**config.mk**
```make
export PLATFORM = sky130hd
export DESIGN_NAME = motor_speed_loop
export DESIGN_NICKNAME = d
export VERILOG_FILES = /design/src/core/motor_speed_pkg.sv /design/src/core/motor_speed_loop.sv
export VERILOG_INCLUDE_DIRS = /design/src /design/src/core
export SDC_FILE = /design/constraint.sdc
export NUM_CORES = 1
export LEC_CHECK = 0
export BUFFER_PORTS_ARGS = -buffer_cell sky130_fd_sc_hd__buf_2
export CELL_PAD_IN_SITES_DETAIL_PLACEMENT = 1
export CELL_PAD_IN_SITES_GLOBAL_PLACEMENT = 2
export CORE_AREA = 4 4 321 291
export CTS_CLUSTER_SIZE = 40
export DETAILED_ROUTE_END_ITERATION = 10
export DIE_AREA = 0 0 325 295
export PLACE_DENSITY = 0.78
export SKIP_CTS_REPAIR_TIMING = 1
export SLEW_MARGIN = 20
export SYNTH_ARGS = -nofsm -noshare
export SYNTH_HDL_FRONTEND = slang
export SYNTH_SLANG_ARGS = --single-unit
```
**constraint.sdc**
```tcl
create_clock -name SYS_CLK -period 29.6 [get_ports SYS_CLK]
set_clock_uncertainty 0.1 [all_clocks]
set_input_delay 0 -clock SYS_CLK [delete_from_list [all_inputs] [get_ports SYS_CLK]]
set_output_delay 0 -clock SYS_CLK [all_outputs]
set_load 0.02 [all_outputs]
```
**src/core/motor_speed_consts.svh**
```systemverilog
`ifndef MOTOR_SPEED_CONSTS_SVH
`define MOTOR_SPEED_CONSTS_SVH

`define REG_RAMP_OFS        4'h0
`define REG_PI_OFS          4'h4
`define REG_CTRL_OFS        4'h8
`define REG_STATUS_OFS      4'hc

`define CTRL_MASK_EN_BIT    0
`define CTRL_REL_SEL_BIT    1
`define CTRL_TONE_EN_BIT    2
`define CTRL_HOLD_DUR_LSB   3
`define CTRL_THREE_PER_BIT  5
`define CTRL_OV_MUTE_BIT    6

`define RST_STEP_INTERVAL   8'h10
`define RST_EXIT_THRESHOLD  6'h04
`define RST_ERROR_CLAMP     8'hff
`define RST_PROP_GAIN       8'h18
`define RST_INT_GAIN        8'h03
`define RST_CTRL            7'h21

`define RESP_OKAY           2'h0
`define RESP_SLVERR         2'h2

`define CLK_PERIOD_NS       40
`define MS_TICK_NS          1000000
`define MS_TICK_CYC         (`MS_TICK_NS / `CLK_PERIOD_NS)
`define RAMP_UNIT_NS        819000
`define RAMP_UNIT_CYC       (`RAMP_UNIT_NS / `CLK_PERIOD_NS)

`define DUTY_MAX            10'h3ff
`define DIV_STEPS           4'ha
`define EXIT_THR_SHIFT      2
`define CLAMP_FULL_CODE     8'h80
`define CLAMP_SHIFT         3
`define CLAMP_FULL          11'h400
`define P_GAIN_SHIFT        6
`define I_FRAC_BITS         8

`define PROT_TIME_MS        14'h1388
`define LOCK_TIME_MS        14'h03e8
`define FREQ_BAD_MS         14'h0096
`define FREQ_GOOD_CYCLES    4'hf
`define RELEASE_COUNT_A     4'h5
`define RELEASE_COUNT_B     4'h9
`define HOLD_HALF_PERIODS   3'h5
`define HOLD_0_MS           14'h0bb8
`define HOLD_1_MS           14'h1388
`define HOLD_2_MS           14'h1b58
`define HOLD_3_MS           14'h36b0
`define TONE_HALF_1HZ_MS    14'h01f4
`define TONE_HALF_2HZ_MS    14'h00fa
`define TONE_HALF_3HZ_MS    14'h00a6
`define TONE_HALF_4HZ_MS    14'h007d
`define TONE_HALF_5HZ_MS    14'h0064

`define TONE_NONE           3'h0
`define TONE_LOW            3'h7

`endif

```
**src/core/motor_speed_pkg.sv**
```systemverilog
package motor_speed_pkg;
	typedef enum logic [1:0] {
		MODE_RAMP = 2'b01,
		MODE_PI   = 2'b10
	} ctrl_mode_t;
	typedef logic [9:0] duty_t;
	typedef logic [2:0] tone_code_t;
endpackage : motor_speed_pkg

```
**src/core/motor_speed_loop.sv**
```systemverilog
// Behaviour
// - Speed error is target minus measured half period; slow motor gives negative error.
// - Ramp stepping during startup and speed changes, PI regulation in steady running.
// - Ramp raises duty one step on negative error, lowers on positive error.
// - Ramp step spacing is setting plus one times 0.819 ms, separate accel/decel.
// - Switch to PI once error magnitude is within threshold times 0.391 percent.
// - Clamp error to setting times 0.781 percent; above 128 means no clamp.
// - Proportional gain is setting times 0.01564.
// - Integral gain is setting times 0.00391.
// - With mask enabled, rotation pulses are suppressed through startup until stable.
// - Mask releases after 5 or 9 stable detections; output from the next one.
// - Sudden acceleration or stall breaks the consecutive stable detection count.
// - Enabled fault tone replaces rotation pulses during detection and protection time.
// - After last fault, tone lasts three periods or the selected minimum duration.
// - Minimum tone duration is 3, 5, 7 or 14 s by code.
// - Seven self-clearing protections force FETs off, ranked by fixed priority.
// - Tone is 1 to 5 Hz per fault; supply undervoltage drives low.
// - Overcurrent releases only after protection time and with sense below threshold.
// - Stall on missing edges, overspeed or underspeed; release after protection time.
// - Input frequency fault after 150 ms bad; clears after 15 good cycles.
// - Boost undervoltage holds the current tone frequency.
// - Overvoltage boost mute persists until the overvoltage protection releases.
//
// Decided for this implementation: the register addresses and the AXI4-Lite register port.
`timescale 1ns/1ps
`default_nettype none
`include "motor_speed_consts.svh"
module motor_speed_loop
	import motor_speed_pkg::*;
#(
	parameter int MS_TICK_CYC   = `MS_TICK_CYC,
	parameter int RAMP_UNIT_CYC = `RAMP_UNIT_CYC
) (
	input  wire logic        SYS_CLK,
	input  wire logic        ARST_N,
	input  wire logic [3:0]  AWADDR,
	input  wire logic        AWVALID,
	output var  logic        AWREADY,
	input  wire logic [31:0] WDATA,
	input  wire logic [3:0]  WSTRB,
	input  wire logic        WVALID,
	output var  logic        WREADY,
	output var  logic [1:0]  BRESP,
	output var  logic        BVALID,
	input  wire logic        BREADY,
	input  wire logic [3:0]  ARADDR,
	input  wire logic        ARVALID,
	output var  logic        ARREADY,
	output var  logic [31:0] RDATA,
	output var  logic [1:0]  RRESP,
	output var  logic        RVALID,
	input  wire logic        RREADY,
	input  wire logic [15:0] MEAS_HALF_PERIOD,
	input  wire logic        MEAS_VALID,
	input  wire logic [15:0] TARGET_HALF_PERIOD,
	input  wire logic        DRIVE_ON,
	input  wire logic        INT_PULSE,
	input  wire logic        STARTUP_SYNC,
	input  wire logic        BEMF_DETECT,
	input  wire logic        BEMF_STABLE,
	input  wire logic        BEMF_EDGE,
	input  wire logic        SUDDEN_ACCEL,
	input  wire logic        OVERSPEED_DETECT,
	input  wire logic        UNDERSPEED_DETECT,
	input  wire logic        SPEED_COMMAND_BAD,
	input  wire logic        SPEED_COMMAND_CYCLE,
	input  wire logic        SUPPLY_UNDERVOLTAGE,
	input  wire logic        BOOST_UNDERVOLTAGE,
	input  wire logic        OVERCURRENT_SENSE_INPUT,
	input  wire logic        THERMAL_HOT,
	input  wire logic        OVERVOLTAGE,
	output var  logic [9:0]  DUTY,
	output var  logic        FET_OFF,
	output var  logic        BOOST_MUTE,
	output var  logic        ROTATION_PULSE_OUTPUT
);
	logic [7:0]  accel_step_interval, decel_step_interval, speed_error_clamp;
	logic [7:0]  proportional_gain, integral_gain;
	logic [5:0]  ramp_exit_threshold;
	logic [6:0]  ctrl;
	logic [3:0]  aw_addr;
	logic [31:0] w_data;
	logic [3:0]  w_strb;
	logic        do_write;
	logic [4:0]  pin_meta, pin_sync;
	logic [6:0]  active;
	logic [13:0] prot_ms [2:5];
	logic [14:0] tick_cnt;
	logic        ms_tick;
	ctrl_mode_t  mode;
	duty_t       duty;
	logic [15:0] last_target;
	logic        div_busy, err_valid, err_neg, div_neg;
	logic [3:0]  div_cnt;
	logic [16:0] rem;
	logic [9:0]  quo, err_mag;
	logic [10:0] clamp_lim, err_c;
	logic signed [11:0] err_s;
	logic signed [21:0] p_term;
	logic signed [21:0] integ, next_integ;
	logic signed [22:0] next_sum;
	logic [14:0] ramp_unit_cnt;
	logic [7:0]  ramp_units, step_limit;
	logic [13:0] lock_ms, freq_ms;
	logic [3:0]  good_cycles, stable_cnt;
	logic        stall_trig, mask_on;
	logic [5:2]  trig;
	tone_code_t  tone_code, next_tone;
	logic [13:0] half_ms, half_len, hold_ms, hold_len;
	logic [2:0]  hold_halves;
	logic        tone_level, half_done;

	// The bus takes address and data in either order and answers after both.
	assign do_write = !AWREADY && !WREADY && !BVALID;
	always_ff @(posedge SYS_CLK or negedge ARST_N) begin
		if (!ARST_N) begin
			AWREADY <= 1'b1;
			WREADY  <= 1'b1;
			BVALID  <= 1'b0;
			BRESP   <= `RESP_OKAY;
			aw_addr <= 4'h0;
			w_data  <= 32'h0;
			w_strb  <= 4'h0;
		end else begin
			if (AWVALID && AWREADY) begin
				AWREADY <= 1'b0;
				aw_addr <= AWADDR;
			end
			if (WVALID && WREADY) begin
				WREADY <= 1'b0;
				w_data <= WDATA;
				w_strb <= WSTRB;
			end
			if (do_write) begin
				BVALID <= 1'b1;
				BRESP  <= (aw_addr == `REG_RAMP_OFS || aw_addr == `REG_PI_OFS ||
					aw_addr == `REG_CTRL_OFS) ? `RESP_OKAY : `RESP_SLVERR;
			end else if (BVALID && BREADY) begin
				BVALID  <= 1'b0;
				AWREADY <= 1'b1;
				WREADY  <= 1'b1;
			end
		end
	end

	always_ff @(posedge SYS_CLK or negedge ARST_N) begin
		if (!ARST_N) begin
			accel_step_interval <= `RST_STEP_INTERVAL;
			decel_step_interval <= `RST_STEP_INTERVAL;
			ramp_exit_threshold <= `RST_EXIT_THRESHOLD;
			speed_error_clamp   <= `RST_ERROR_CLAMP;
			proportional_gain   <= `RST_PROP_GAIN;
			integral_gain       <= `RST_INT_GAIN;
			ctrl                <= `RST_CTRL;
		end else if (do_write) begin
			if (aw_addr == `REG_RAMP_OFS) begin
				if (w_strb[0]) accel_step_interval <= w_data[7:0];
				if (w_strb[1]) decel_step_interval <= w_data[15:8];
				if (w_strb[2]) ramp_exit_threshold <= w_data[21:16];
			end
			if (aw_addr == `REG_PI_OFS) begin
				if (w_strb[0]) speed_error_clamp <= w_data[7:0];
				if (w_strb[1]) proportional_gain <= w_data[15:8];
				if (w_strb[2]) integral_gain     <= w_data[23:16];
			end
			if (aw_addr == `REG_CTRL_OFS && w_strb[0]) ctrl <= w_data[6:0];
		end
	end

	always_ff @(posedge SYS_CLK or negedge ARST_N) begin
		if (!ARST_N) begin
			ARREADY <= 1'b1;
			RVALID  <= 1'b0;
			RDATA   <= 32'h0;
			RRESP   <= `RESP_OKAY;
		end else if (ARVALID && ARREADY) begin
			ARREADY <= 1'b0;
			RVALID  <= 1'b1;
			RRESP   <= `RESP_OKAY;
			unique case (ARADDR)
				`REG_RAMP_OFS: RDATA <= {10'h0, ramp_exit_threshold, decel_step_interval,
					accel_step_interval};
				`REG_PI_OFS: RDATA <= {8'h0, integral_gain, proportional_gain,
					speed_error_clamp};
				`REG_CTRL_OFS: RDATA <= {25'h0, ctrl};
				`REG_STATUS_OFS: RDATA <= {10'h0, tone_code, active, mask_on,
					mode == MODE_PI, duty};
				default: begin
					RDATA <= 32'h0;
					RRESP <= `RESP_SLVERR;
				end
			endcase
		end else if (RVALID && RREADY) begin
			RVALID  <= 1'b0;
			ARREADY <= 1'b1;
		end
	end

	// Analog comparator levels arrive unsynchronised.
	always_ff @(posedge SYS_CLK or negedge ARST_N) begin
		if (!ARST_N) begin
			pin_meta <= 5'h0;
			pin_sync <= 5'h0;
		end else begin
			pin_meta <= {OVERVOLTAGE, THERMAL_HOT, OVERCURRENT_SENSE_INPUT,
				BOOST_UNDERVOLTAGE, SUPPLY_UNDERVOLTAGE};
			pin_sync <= pin_meta;
		end
	end

	assign ms_tick = (tick_cnt == 15'(MS_TICK_CYC - 1));
	always_ff @(posedge SYS_CLK or negedge ARST_N) begin
		if (!ARST_N) tick_cnt <= 15'h0;
		else tick_cnt <= ms_tick ? 15'h0 : tick_cnt + 15'h1;
	end

	// Restoring division gives the error as a fraction of target in 1/1024 units.
	always_ff @(posedge SYS_CLK or negedge ARST_N) begin
		if (!ARST_N) begin
			div_busy  <= 1'b0;
			div_cnt   <= 4'h0;
			div_neg   <= 1'b0;
			rem       <= 17'h0;
			quo       <= 10'h0;
			err_valid <= 1'b0;
			err_neg   <= 1'b0;
			err_mag   <= 10'h0;
		end else begin
			err_valid <= 1'b0;
			if (!div_busy && MEAS_VALID) begin
				div_neg <= MEAS_HALF_PERIOD > TARGET_HALF_PERIOD;
				rem     <= (MEAS_HALF_PERIOD > TARGET_HALF_PERIOD) ?
					{1'b0, MEAS_HALF_PERIOD - TARGET_HALF_PERIOD} :
					{1'b0, TARGET_HALF_PERIOD - MEAS_HALF_PERIOD};
				quo      <= 10'h0;
				div_cnt  <= `DIV_STEPS;
				div_busy <= 1'b1;
			end else if (div_busy) begin
				if ({rem[15:0], 1'b0} >= {1'b0, TARGET_HALF_PERIOD}) begin
					rem <= {rem[15:0], 1'b0} - {1'b0, TARGET_HALF_PERIOD};
					quo <= {quo[8:0], 1'b1};
				end else begin
					rem <= {rem[15:0], 1'b0};
					quo <= {quo[8:0], 1'b0};
				end
				if (div_cnt == 4'h1) begin
					div_busy  <= 1'b0;
					err_valid <= 1'b1;
				end
				div_cnt <= div_cnt - 4'h1;
			end
			if (!div_busy && MEAS_VALID && (TARGET_HALF_PERIOD == 16'h0 ||
				(MEAS_HALF_PERIOD > TARGET_HALF_PERIOD &&
				MEAS_HALF_PERIOD - TARGET_HALF_PERIOD >= TARGET_HALF_PERIOD))) begin
				err_mag <= `DUTY_MAX;
				quo     <= `DUTY_MAX;
			end
			if (div_busy && div_cnt == 4'h1) begin
				err_neg <= div_neg;
				err_mag <= (err_mag == `DUTY_MAX && quo == `DUTY_MAX) ? `DUTY_MAX :
					{quo[8:0], {rem[15:0], 1'b0} >= {1'b0, TARGET_HALF_PERIOD}};
			end
		end
	end

	always_comb begin
		clamp_lim = (speed_error_clamp > `CLAMP_FULL_CODE) ? `CLAMP_FULL :
			{speed_error_clamp, 3'h0};
		err_c = ({1'b0, err_mag} > clamp_lim) ? clamp_lim : {1'b0, err_mag};
		err_s = err_neg ? -$signed({1'b0, err_c}) : $signed({1'b0, err_c});
		p_term = (22'(err_s) * $signed({14'h0, proportional_gain})) >>>
			`P_GAIN_SHIFT;
		next_integ = integ + 22'(err_s) * $signed({14'h0, integral_gain});
		if (next_integ < 0) next_integ = 22'sh0;
		if (next_integ > $signed({4'h0, `DUTY_MAX, 8'h0})) begin
			next_integ = $signed({4'h0, `DUTY_MAX, 8'h0});
		end
		next_sum = 23'(next_integ >>> `I_FRAC_BITS) + 23'(p_term);
	end

	// Leaving PI on a new target lets ramp stepping take the speed change.
	always_ff @(posedge SYS_CLK or negedge ARST_N) begin
		if (!ARST_N) begin
			mode        <= MODE_RAMP;
			duty        <= 10'h0;
			integ       <= 22'sh0;
			last_target <= 16'h0;
		end else begin
			last_target <= TARGET_HALF_PERIOD;
			unique case (mode)
				MODE_RAMP: begin
					if (err_valid && err_mag <= {2'h0, ramp_exit_threshold,
						2'h0}) begin
						mode  <= MODE_PI;
						integ <= $signed({4'h0, duty, 8'h0});
					end else if (ramp_units == step_limit &&
						ramp_unit_cnt == 15'(RAMP_UNIT_CYC - 1) && err_mag != 10'h0) begin
						if (err_neg && duty != `DUTY_MAX) duty <= duty + 10'h1;
						if (!err_neg && duty != 10'h0) duty <= duty - 10'h1;
					end
				end
				MODE_PI: begin
					if (last_target != TARGET_HALF_PERIOD) mode <= MODE_RAMP;
					else if (err_valid) begin
						integ <= next_integ;
						duty  <= (next_sum < 0) ? 10'h0 :
							(next_sum > 23'sd1023) ? `DUTY_MAX : next_sum[9:0];
					end
				end
			endcase
			if (active != 7'h0) begin
				mode  <= MODE_RAMP;
				duty  <= 10'h0;
				integ <= 22'sh0;
			end
		end
	end

	assign step_limit = err_neg ? accel_step_interval : decel_step_interval;
	always_ff @(posedge SYS_CLK or negedge ARST_N) begin
		if (!ARST_N) begin
			ramp_unit_cnt <= 15'h0;
			ramp_units    <= 8'h0;
		end else if (mode != MODE_RAMP) begin
			ramp_unit_cnt <= 15'h0;
			ramp_units    <= 8'h0;
		end else if (ramp_unit_cnt == 15'(RAMP_UNIT_CYC - 1)) begin
			ramp_unit_cnt <= 15'h0;
			ramp_units    <= (ramp_units >= step_limit) ? 8'h0 : ramp_units + 8'h1;
		end else begin
			ramp_unit_cnt <= ramp_unit_cnt + 15'h1;
		end
	end

	// Undervoltage follows its comparator; overcurrent, thermal, overvoltage and stall hold for the protection time.
	assign stall_trig = OVERSPEED_DETECT || UNDERSPEED_DETECT || lock_ms == `LOCK_TIME_MS;
	assign trig = {stall_trig, pin_sync[4:2]};
	always_ff @(posedge SYS_CLK or negedge ARST_N) begin
		if (!ARST_N) begin
			active  <= 7'h0;
			lock_ms <= 14'h0;
			for (int i = 2; i <= 5; i++) prot_ms[i] <= 14'h0;
		end else begin
			active[1:0] <= pin_sync[1:0];
			for (int i = 2; i <= 5; i++) begin
				if (!active[i] && trig[i]) begin
					active[i]  <= 1'b1;
					prot_ms[i] <= 14'h0;
				end else if (active[i] && prot_ms[i] != `PROT_TIME_MS) begin
					prot_ms[i] <= prot_ms[i] + {13'h0, ms_tick};
				end else if (active[i] && (i == 5 || !trig[i])) begin
					active[i] <= 1'b0;
				end
			end
			if (!DRIVE_ON || BEMF_EDGE || active[5]) lock_ms <= 14'h0;
			else if (lock_ms != `LOCK_TIME_MS) lock_ms <= lock_ms + {13'h0, ms_tick};
			active[6] <= (freq_ms == `FREQ_BAD_MS) ? 1'b1 :
				(good_cycles == `FREQ_GOOD_CYCLES) ? 1'b0 : active[6];
		end
	end

	always_ff @(posedge SYS_CLK or negedge ARST_N) begin
		if (!ARST_N) begin
			freq_ms     <= 14'h0;
			good_cycles <= 4'h0;
		end else begin
			if (!SPEED_COMMAND_BAD) freq_ms <= 14'h0;
			else if (freq_ms != `FREQ_BAD_MS) freq_ms <= freq_ms + {13'h0, ms_tick};
			if (SPEED_COMMAND_BAD || !active[6]) good_cycles <= 4'h0;
			else if (SPEED_COMMAND_CYCLE) good_cycles <= good_cycles + 4'h1;
		end
	end

	// Any stall or sudden acceleration restarts the stable count.
	always_ff @(posedge SYS_CLK or negedge ARST_N) begin
		if (!ARST_N) begin
			mask_on    <= 1'b1;
			stable_cnt <= 4'h0;
		end else if (!ctrl[`CTRL_MASK_EN_BIT]) begin
			mask_on    <= 1'b0;
			stable_cnt <= 4'h0;
		end else if (STARTUP_SYNC) begin
			mask_on    <= 1'b1;
			stable_cnt <= 4'h0;
		end else if (SUDDEN_ACCEL || stall_trig || active[5]) begin
			stable_cnt <= 4'h0;
		end else if (mask_on && BEMF_DETECT) begin
			if (!BEMF_STABLE) stable_cnt <= 4'h0;
			else if (stable_cnt == (ctrl[`CTRL_REL_SEL_BIT] ? `RELEASE_COUNT_B :
				`RELEASE_COUNT_A)) mask_on <= 1'b0;
			else stable_cnt <= stable_cnt + 4'h1;
		end
	end

	always_comb begin
		if (active[0]) next_tone = `TONE_LOW;
		else if (active[1]) next_tone = tone_code;
		else if (active[2]) next_tone = 3'h1;
		else if (active[3]) next_tone = 3'h2;
		else if (active[4]) next_tone = 3'h3;
		else if (active[5]) next_tone = 3'h4;
		else if (active[6]) next_tone = 3'h5;
		else next_tone = `TONE_NONE;
		unique case (tone_code)
			3'h1: half_len = `TONE_HALF_1HZ_MS;
			3'h2: half_len = `TONE_HALF_2HZ_MS;
			3'h3: half_len = `TONE_HALF_3HZ_MS;
			3'h4: half_len = `TONE_HALF_4HZ_MS;
			default: half_len = `TONE_HALF_5HZ_MS;
		endcase
		unique case (ctrl[`CTRL_HOLD_DUR_LSB +: 2])
			2'h0: hold_len = `HOLD_0_MS;
			2'h1: hold_len = `HOLD_1_MS;
			2'h2: hold_len = `HOLD_2_MS;
			default: hold_len = `HOLD_3_MS;
		endcase
	end

	assign half_done = ms_tick && half_ms == half_len - 14'h1;
	always_ff @(posedge SYS_CLK or negedge ARST_N) begin
		if (!ARST_N) begin
			tone_code   <= `TONE_NONE;
			hold_ms     <= 14'h0;
			hold_halves <= 3'h0;
		end else if (!ctrl[`CTRL_TONE_EN_BIT]) begin
			tone_code   <= `TONE_NONE;
			hold_ms     <= 14'h0;
			hold_halves <= 3'h0;
		end else if (next_tone != `TONE_NONE) begin
			tone_code   <= next_tone;
			hold_ms     <= 14'h0;
			hold_halves <= 3'h0;
		end else if (tone_code == `TONE_LOW) begin
			tone_code <= `TONE_NONE;
		end else if (tone_code != `TONE_NONE) begin
			if (ctrl[`CTRL_THREE_PER_BIT]) begin
				if (half_done && hold_halves == `HOLD_HALF_PERIODS) tone_code <= `TONE_NONE;
				else if (half_done) hold_halves <= hold_halves + 3'h1;
			end else if (hold_ms >= hold_len) begin
				tone_code <= `TONE_NONE;
			end else begin
				hold_ms <= hold_ms + {13'h0, ms_tick};
			end
		end
	end

	always_ff @(posedge SYS_CLK or negedge ARST_N) begin
		if (!ARST_N) begin
			half_ms    <= 14'h0;
			tone_level <= 1'b0;
		end else if (tone_code == `TONE_NONE || tone_code == `TONE_LOW) begin
			half_ms    <= 14'h0;
			tone_level <= 1'b0;
		end else if (half_done) begin
			half_ms    <= 14'h0;
			tone_level <= !tone_level;
		end else begin
			half_ms <= half_ms + {13'h0, ms_tick};
		end
	end

	always_ff @(posedge SYS_CLK or negedge ARST_N) begin
		if (!ARST_N) begin
			DUTY                  <= 10'h0;
			FET_OFF               <= 1'b1;
			BOOST_MUTE            <= 1'b0;
			ROTATION_PULSE_OUTPUT <= 1'b0;
		end else begin
			DUTY       <= duty;
			FET_OFF    <= active != 7'h0;
			BOOST_MUTE <= active[0] || (active[4] && ctrl[`CTRL_OV_MUTE_BIT]);
			if (tone_code == `TONE_LOW) ROTATION_PULSE_OUTPUT <= 1'b0;
			else if (tone_code != `TONE_NONE) ROTATION_PULSE_OUTPUT <= tone_level;
			else ROTATION_PULSE_OUTPUT <= !mask_on && INT_PULSE;
		end
	end
endmodule : motor_speed_loop
`default_nettype wire

```
# --- After elaboration in Yosys (flattened, before gate mapping) ---
# Cells that the tools add are included.
# Widths: inputs -> output; s select.
word_totals:
  regBits: 415
  input_bits: 100
  output_inout_bits: 54
  wordCells: 408
op_classes:
  add_sub_neg: 24
  multipliers: 2
  order_cmp: 12
  n_eq_ne: 63
  n_mux: 140
  n_reduce_logical: 108
ops:
  columns: ["cell", "n"]
  rows:
  - ["$mux 14", 20]
  - ["$mux 10", 15]
  - ["$mux 22", 6]
  - ["$add 14x1->14", 8]
  - ["$pmux 24 s4", 1]
  - ["$mux 16", 4]
  - ["$mux 3", 21]
  - ["$ne 14x13->1 const B", 4]
  - ["$sub 16x16->16", 3]
  - ["$mux 15", 3]
  - ["$mux 4", 11]
  - ["$pmux 22 s2", 1]
  - ["$mul 12x9->21", 2]
  - ["$mux 1", 42]
  - ["$pmux 14 s3", 1]
  - ["$pmux 9 s4", 1]
  - ["$logic_and 1x1->1", 34]
  - ["$mux 8", 4]
  - ["$reduce_bool 2->1", 16]
  - ["$add 15x1->15 const B", 2]
  - ["$eq 15x15->1 const B", 2]
  - ["$ne 3x3->1 const B", 8]
  - ["$reduce_and 3->1", 8]
  - ["$add 22x21->22", 1]
  - ["67 further kinds", 131]

# --- Logic depth before layout (Yosys ltp) ---
# Gate-level depths: netlist of the first run.
logic_depth:
  ltp_word: 20
  ltp_mapped: 45
  depth_no_buf: 43

# --- Worst setup path after synthesis of the first run ---
# OpenSTA, ideal clock, no wires.
synth_timing:
  path_kind: "flip-flop to flip-flop"
  startpoint: "register speed_error_clamp[7]"
  endpoint: "register duty[8]"
  setup_ps: 126
  t_arrival_ps: 10297
  required_ps: 29374
  path_slack_ps: 19077
  path_stages_with_launch: 45
  n_path_buf: 4
  synth_period_minus_slack_ps: 10523
  cell_sequence: "dfstp_2 clkbuf_1 nand2b_1 ha_1 and4b_1 o2bb2ai_1 o21ai_1 clkbuf_1 clkbuf_1 nor2_1 a21oi_1 xor2_1 clkbuf_1 nand2_1 fa_1 inv_1 fa_1 inv_1 (+9 left out) a2bb2oi_2 o311ai_1 xor2_1 nor3_1 and2_1 nor2_1 ha_1 inv_1 fa_1 nor2b_1 o31a_1 o2111ai_1 a21oi_1 a21oi_1 nand4_1 mux2i_2 nor2_1 o311a_1"
synth_between:
  elab_chain_cells: 20
  elab_cells_between_ends: 22
  classes_between: "3 x add/sub; 2 x mul; 6 x order compare; 11 x mux"
synth_lines:
  columns: ["item", "line_no", "rtl"]
  rows:
  - ["from (decl)", "motor_speed_loop.sv:77", "logic [7:0] accel_step_interval, decel_step_interval, speed_error_clamp;"]
  - ["from (signal assigned)", "motor_speed_loop.sv:151", "speed_error_clamp <= `RST_ERROR_CLAMP;"]
  - ["from (signal assigned)", "motor_speed_loop.sv:162", "if (w_strb[0]) speed_error_clamp <= w_data[7:0];"]
  - ["$gt 8x8->1 (no source line)", null, null]
  - ["$mux 11 *", "motor_speed_loop.sv:267", "clamp_lim = (speed_error_clamp > `CLAMP_FULL_CODE) ? `CLAMP_FULL :"]
  - ["$gt 10x11->1", "motor_speed_loop.sv:269", "err_c = ({1'b0, err_mag} > clamp_lim) ? clamp_lim : {1'b0, err_mag};"]
  - ["$mux 11 *", "motor_speed_loop.sv:269", null]
  - ["$neg 11->12", "motor_speed_loop.sv:270", "err_s = err_neg ? -$signed({1'b0, err_c}) : $signed({1'b0, err_c});"]
  - ["$mux 12 *", "motor_speed_loop.sv:270", null]
  - ["$mul 12x9->21", "motor_speed_loop.sv:273", "next_integ = integ + 22'(err_s) * $signed({14'h0, integral_gain});"]
  - ["$add 22x21->22", "motor_speed_loop.sv:273", null]
  - ["(+4 left out)", null, null]
  - ["$add 14x15->16 *", "motor_speed_loop.sv:278", "next_sum = 23'(next_integ >>> `I_FRAC_BITS) + 23'(p_term);"]
  - ["$gt 16x11->1", "motor_speed_loop.sv:307", "(next_sum > 23'sd1023) ? `DUTY_MAX : next_sum[9:0];"]
  - ["$mux 10", "motor_speed_loop.sv:307", null]
  - ["$mux 10 *", "motor_speed_loop.sv:306", "duty <= (next_sum < 0) ? 10'h0 :"]
  - ["$mux 10 *", "motor_speed_loop.sv:304", "else if (err_valid) begin"]
  - ["$mux 10 *", "motor_speed_loop.sv:303", "if (last_target != TARGET_HALF_PERIOD) mode <= MODE_RAMP;"]
  - ["$pmux 10 s2 *", "motor_speed_loop.sv:290", "unique case (mode)"]
  - ["$mux 10 *", "motor_speed_loop.sv:311", "if (active != 7'h0) begin"]
  - ["to (signal assigned)", "motor_speed_loop.sv:298", "if (err_neg && duty != `DUTY_MAX) duty <= duty + 10'h1;"]
  - ["to (signal assigned)", "motor_speed_loop.sv:299", "if (!err_neg && duty != 10'h0) duty <= duty - 10'h1;"]
  - ["to (signal assigned)", "motor_speed_loop.sv:306", null]
  - ["to (decl)", "motor_speed_loop.sv:91", "duty_t duty;"]
# Every way passes the cells marked *; elsewhere a longest branch is shown, timed or not. The select of a mux whose other input is x is not followed.
# A chain may end at the register's enable or synchronous reset.

# --- Final worst setup path of the first run ---
layout_timing:
  startpoint: "register speed_error_clamp[7]"
  endpoint: "register duty[6]"
# The elaborated chain is that of the path after synthesis.

==> results.yml, run 1 <==
synth:
  synthAdderAreaFrac_pct: 21.0
  synth-edff-count: 0
  synthMuxAreaShare_pct: 4.56
  synth_compound_area_share_pct: 12.4
  synth_top_area_share_pct: 30.4
  synth_flop_cell: "dfrtp_1"
  synth_top_family_by_area: "adder cells"
  yosysWarnings: 0
  netlist_instances: 3352
  synth.yosys.seq_area_share_pct: 32.4
  synth_cell_type_count: 87
  synth_area_leader_cell: "dfrtp_1"
  synth-async-reset-ratio_pct: 100
  synthSimpleGateAreaFrac_pct: 17.9
  syn-cell-area_um2: 31300
  synth_area_leaders: "dfrtp_1 (30%), fa_1 (11%), ha_1 (9.5%)"
  ys_seq_elements: 404
  syn_area_per_cell_um2: 9.34
  synth-xor-area-share_pct: 5.90
floorplanning:
  fp.dieW_um: 325
  design.portCount: 154
  rows: 104
  die_y_um: 295
  die_area_um2: 95900
  initial_core_util_pct: 35.0
  core_um2: 89500
worst_setup_path:
  cp-end-kind: "flop"
  slowest_delay_ns: 0.62
  cp_max_fo: 12
  timing.rr.start: "speed_error_clamp[7]"
  reg2reg_slack_ns: 17.97
  cp.required_ns: 29.99
  r2r_cells: 40
  crit_type: "flop to flop"
  slowest_stage: "dfstp_2"
  timing.rr.end: "duty[6]"
  crit_path_start_kind: "flop"
  cpMostUsedCell: "fa_1"
  worst_ep_arrival_time_ns: 12.03
detailed_routing:
  drtIter0Drc: 1299
  drc: 0
  vias: 24882
  vias_per_cell: 5.22
  routedWlPerCell_um: 19.1
  drtAntennaViolNets: 0
  wl_um: 91100
  drt_first_pass_iters: 6
timing:
  fin_crit_ns: 11.63
  setup_viol_count_final: 0
  maxSlewHeadroom_pct: 31.9
  fmax_ghz: 0.0860
  whs_ns: -0.00756
  hold_viol: 1
  report.final.slew_viol_count: 0
  setup_ws_ns: 17.97
  rsz0062_at_grt: "no"
  fin_crit_sh_pct: 39.3
  tns_ns: 0
  worstMarginPinSlew_ns: 1.01
pwr:
  p_int_mw: 2.03
  ir_drop_mv: 0.127
  p_seq_share_pct: 20.6
  power_switching_share_pct: 47.6
  combPwrFrac_pct: 61.8
  power.net_switching_mw: 1.85
  p_leak_nw: 17.2
  total_power_mw: 3.88
  p_clk_share_pct: 17.5
  p_per_area_nw_per_um2: 107
placed_design:
  place_hpwl_um: 67800
  dpl_worst_slack_ns: 17.67
  placedInstanceArea_um2: 33400
  place.gp.congestion: 0.813
  dp.cells: 4582
  portBuffers: 134
global_routing:
  antenna_found_initial: 0
  grt_pass1_vias: 25765
  grt_use_total_pct: 18.6
  grt_pass1_wl_um: 144000
  grt_max_degree: 165
  grt_overflow: 0
finish:
  final_cell_area_um2: 36200
  final_common_cell: "dfrtp_1"
  drive_gt1_share_pct: 11.3
  syn_to_final_growth_pct: 15.6
  final_cell_mix: "dfrtp_1 (381), inv_1 (358), nand2_1 (317)"
  n_antenna_cell: 0
  fillCellCount: 10294
  final_cell_count_no_fill: 4771
  fin_util_pct: 40.4
  fin_nets: 4084
hold_path:
  worstHoldEndpoint: "last_target[9]"
  holdPathStages: 2
  min_from: "TARGET_HALF_PERIOD[9]"
  hold_class: "input port to flop"
clock_tree:
  clock_latency_ns: 0.63
  clkSinkCount: 404
  tritoncts: "done"
  cts_root_buffer: "clkbuf_16"
  clockBufferDepth: 3
  clkTransAtPathRegs_ns: 0.06
  htreeDepth: 2
  cts_made_buffers: 49
outcome:
  status: "complete, but fails checks"
  violations: "hold timing"
job:
  maxCapViolCount: 0
==> kinds of logic (layout without fill, tap and decap cells) <==
group	count (synthesis)	in the layout
and+or+nand+nor	1131	1131
AOI/OAI and AO/OA	580	580
buffers and inverters	477	718
adders and majority gates	417	417
DFF	404	404
xor gates and xnor gates	211	211
muxes	131	131
other	1	13
==> state kept, by name (all words and copies together) (netlist names), 10 cells and up <==
| name | count |
|---|---|
| DUTY | 10 |
| RDATA | 24 |
| duty | 10 |
| err_mag | 10 |
| freq_ms | 14 |
| half_ms | 14 |
| hold_ms | 14 |
| integ | 21 |
| last_target | 16 |
| lock_ms | 14 |
| prot_ms | 56 |
| quo | 10 |
| ramp_unit_cnt | 15 |
| rem | 16 |
| tick_cnt | 15 |
| w_data | 24 |
==> metal layers <==
| metal | GRT usage [%] | part of all wire [%] | up-vias |
|---|---|---|---|
| met3 | 2.47 | 3.4 | 112 |
| met4 | 4.21 | 2.2 | 0 |
| met2 | 31.7 | 48 | 329 |
| met5 | 0 | 0 | - |
| met1 | 25.3 | 47 | 12576 |
| li1 | - | - | 11865 |
==> Yosys cell counts (7+ instances only) <==
| master | count |
|---|---|
| dfrtp_1 | 381 |
| inv_1 | 358 |
| nand2_1 | 318 |
| nor2_1 | 251 |
| ha_1 | 238 |
| fa_1 | 179 |
| o21ai_0 | 149 |
| and2_1 | 124 |
| a21oi_1 | 115 |
| xnor2_1 | 108 |
| xor2_1 | 103 |
| clkbuf_1 | 101 |
| mux2_2 | 90 |
| nand3_1 | 85 |
| nor3_1 | 51 |
| and3_1 | 50 |
| nand4_1 | 47 |
| or3_1 | 41 |
| mux2i_1 | 40 |
| nand2b_1 | 40 |
| a21o_1 | 36 |
| a211oi_1 | 31 |
| nor2b_1 | 31 |
| nor4_1 | 28 |
| o21a_1 | 26 |
| dfstp_2 | 23 |
| a31oi_1 | 21 |
| or2_2 | 16 |
| a222oi_1 | 15 |
| a221oi_1 | 14 |
| nor4b_1 | 14 |
| a22o_1 | 13 |
| o21ai_1 | 12 |
| o31ai_1 | 12 |
| o21bai_1 | 11 |
| a22oi_1 | 10 |
| a32o_1 | 10 |
| buf_4 | 10 |
| a21boi_0 | 9 |
| o211ai_1 | 8 |
| a221o_1 | 7 |
| o22ai_1 | 7 |
==> worst max path at each step <==
stage                               startpoint       to  slack [ns]
after floorplan           speed_error_clamp[7]  duty[8]       19.08
after global placement    speed_error_clamp[7]  duty[2]       17.78
after detailed placement  speed_error_clamp[7]  duty[7]       17.67
after CTS                 speed_error_clamp[7]  duty[1]       17.62
after global routing      speed_error_clamp[7]  duty[6]       17.12
final                     speed_error_clamp[7]  duty[6]       17.97
==> power by group through the flow <==
stage | sequential (mW) | clock [mW] | combinational [mW]
after CTS | 0.798 | 0.701 | 2.40
final | 0.802 | 0.681 | 2.40
after floorplan | 0.726 | 0 | 1.80
after detailed placement | 0.807 | 0 | 2.38
after global routing | 0.815 | 0.727 | 2.73
after global placement | 0.803 | 0 | 2.35
==> worst max-delay path: cells and delay by family, from the launching register on <==
kind | cells | cell delay, ns
AOI/OAI and AO/OA | 12 | 3.00
buffers and inverters | 5 | 0.53
and+or+nand+nor | 11 | 2.93
DFF | 1 | 0.62
adders and majority gates | 9 | 3.50
muxes | 1 | 0.44
xor gates and xnor gates | 2 | 0.37
==> area by class of cell <==
type                            count  area (um^2)  area share [%]
Clock buffer                       68         1370            3.78
Sequential cell                   404        10100            28.0
Tap cell                         1166         1460            4.03
Timing Repair Buffer              271         1990            5.49
Multi-Input combinational cell   2483        19500            53.8
Clock inverter                     21          439            1.21
Inverter                          358         1340            3.71
Note: power is estimated with default switching activity, not from simulation.
==> run 2: changes to the inputs <==
clock period = 11.5 ns   (was 29.6 ns; I/O delays follow)
==> results.yml, run 2 (synthesis results as in run 1) <==
detailed_routing:
  vias: 24907
  drt_first_pass_iters: 7
  drtIter0Drc: 1438
  routedWlPerCell_um: 19.2
  wl_um: 92100
  drtAntennaViolNets: 0
  drc: 0
  vias_per_cell: 5.20
hold_path:
  min_from: "TARGET_HALF_PERIOD[8]"
  hold_class: "input port to flop"
finish:
  final_common_cell: "dfrtp_1"
  syn_to_final_growth_pct: 16.4
  final_cell_area_um2: 36400
  regArea_um2: 10100
  regMostFlops: "prot_ms"
  layout_top_registers: "prot_ms (56), RDATA (24), w_data (24)"
  final_cell_count_no_fill: 4789
  final_cell_mix: "dfrtp_1 (381), inv_1 (358), nand2_1 (317)"
  largest_reg_flops: 56
  drive_gt1_share_pct: 12.1
  fillCellCount: 10354
  fin_nets: 4097
  multi_input_area_um2: 19500
clock_tree:
  clockBufferDepth: 3
  clkSinkCount: 404
  cts_made_buffers: 51
  htreeDepth: 2
  tritoncts: "done"
  clkTransAtPathRegs_ns: 0.06
  cts_root_buffer: "clkbuf_16"
  clock_latency_ns: 0.62
global_routing:
  grt_pass1_wl_um: 146000
  grt_pass1_vias: 26217
  grt_overflow: 0
  antenna_found_initial: 4
  grt_use_total_pct: 18.7
  grt_max_degree: 108
floorplanning:
  design.portCount: 154
  die_y_um: 295
  core_um2: 89500
  die_area_um2: 95900
  fp.dieW_um: 325
  initial_core_util_pct: 35.0
  rows: 104
worst_setup_path:
  crit_path_start_kind: "flop"
  crit_start: "speed_error_clamp[7]"
  crit_family: "adder cells"
  timing.rr.start: "speed_error_clamp[7]"
  crit_type: "flop to flop"
  cpMostUsedCell: "fa_1"
  cp_max_fo: 15
  cp-end-kind: "flop"
  slowest_delay_ns: 0.69
  cp.required_ns: 11.90
  worst_ep_arrival_time_ns: 11.35
  path_buf_inv: 6
  slowest_stage: "fa_2"
timing:
  worstMarginPinSlew_ns: 1.28
  report.final.slew_viol_count: 0
  setup_viol_count_final: 0
  hold_viol: 0
  fmax_ghz: 0.0913
  tns_ns: 0
  maxSlewHeadroom_pct: 14.4
  fin_crit_sh_pct: 95.2
  fin_crit_ns: 10.95
placed_design:
  place_hpwl_um: 68600
  placedInstanceArea_um2: 33400
  portBuffers: 134
  place.gp.congestion: 0.827
  dp.cells: 4590
pwr:
  ir_drop_mv: 0.317
  p_leak_nw: 17.3
  total_power_mw: 10.2
  p_per_area_nw_per_um2: 279
job:
  maxCapViolCount: 0
outcome:
  status: "finished, final reports clean"
run 2: cell count changes in the layout (fill, tap and decap cells not counted), sizes merged:
cell / delta
buf: +11
clkinv: +14
dlygate4sd3: -1
inv: -4
clkinvlp: -1
mux2i: +1
clkbuf: -4
diode: +1
bufinv: +1
run 2: through the flow:
stage / utilization, % / setup WS, ns / hold slack [ns]
after floorplan: - / 0.977 / -0.396
after CTS: 39.4 / 0.105 / -0.663
final: 40.7 / 0.550 / 0.00232
after global placement: 37.3 / 0.432 / 0.00826
after detailed placement: 37.3 / 0.173 / 0.000542
after global routing: 40.7 / -0.0613 / -0.0129
run 2: cell type report:
class | instances | share of cell area, %
Antenna cell | 1 | 0.00687
Clock buffer | 64 | 3.88
Clock inverter | 31 | 1.38
Inverter | 358 | 3.69
Multi-Input combinational cell | 2484 | 53.6
Sequential cell | 404 | 27.8
Tap cell | 1166 | 4.00
Timing Repair Buffer | 281 | 5.62
run 2: worst reg2reg max path: cells and delay by family, from the launching register on:
kind	cells	cell delay (ns)
xor+xnor	1	0.18
flops	1	0.62
compound gates	16	3.41
simple gates	9	1.82
buf+inv	6	0.69
mux	1	0.22
fa+ha+maj	8	3.82
run 2: final timing paths:
kind,slack (ns),cells past startpoint,endpoint
worst min register to register,0.25,0,active[0]
worst max-delay path,0.55,41,duty[9]
worst min-delay path,0.002,2,last_target[8]
worst max register to register,0.55,41,duty[9]
max in group asynchronous,8.68,5,rem[1]
min in group asynchronous,0.42,3,w_strb[2]
run 2: per-layer routing:
| metal | share of wire [%] | track usage, % | vias to the layer above |
|---|---|---|---|
| met5 | 0 | 0 | - |
| li1 | - | - | 11901 |
| met1 | 47 | 25.8 | 12613 |
| met3 | 2.9 | 2.27 | 108 |
| met4 | 2.2 | 4.23 | 0 |
| met2 | 48 | 31.9 | 285 |
run 2: report_power, final:
group | switching, mW | leakage (nW) | internal [mW]
registers | 0.371 | 5.24 | 1.68
logic | 3.77 | 11.1 | 2.55
clock network | 0.692 | 0.946 | 1.12
total | 4.83 | 17.3 | 5.36
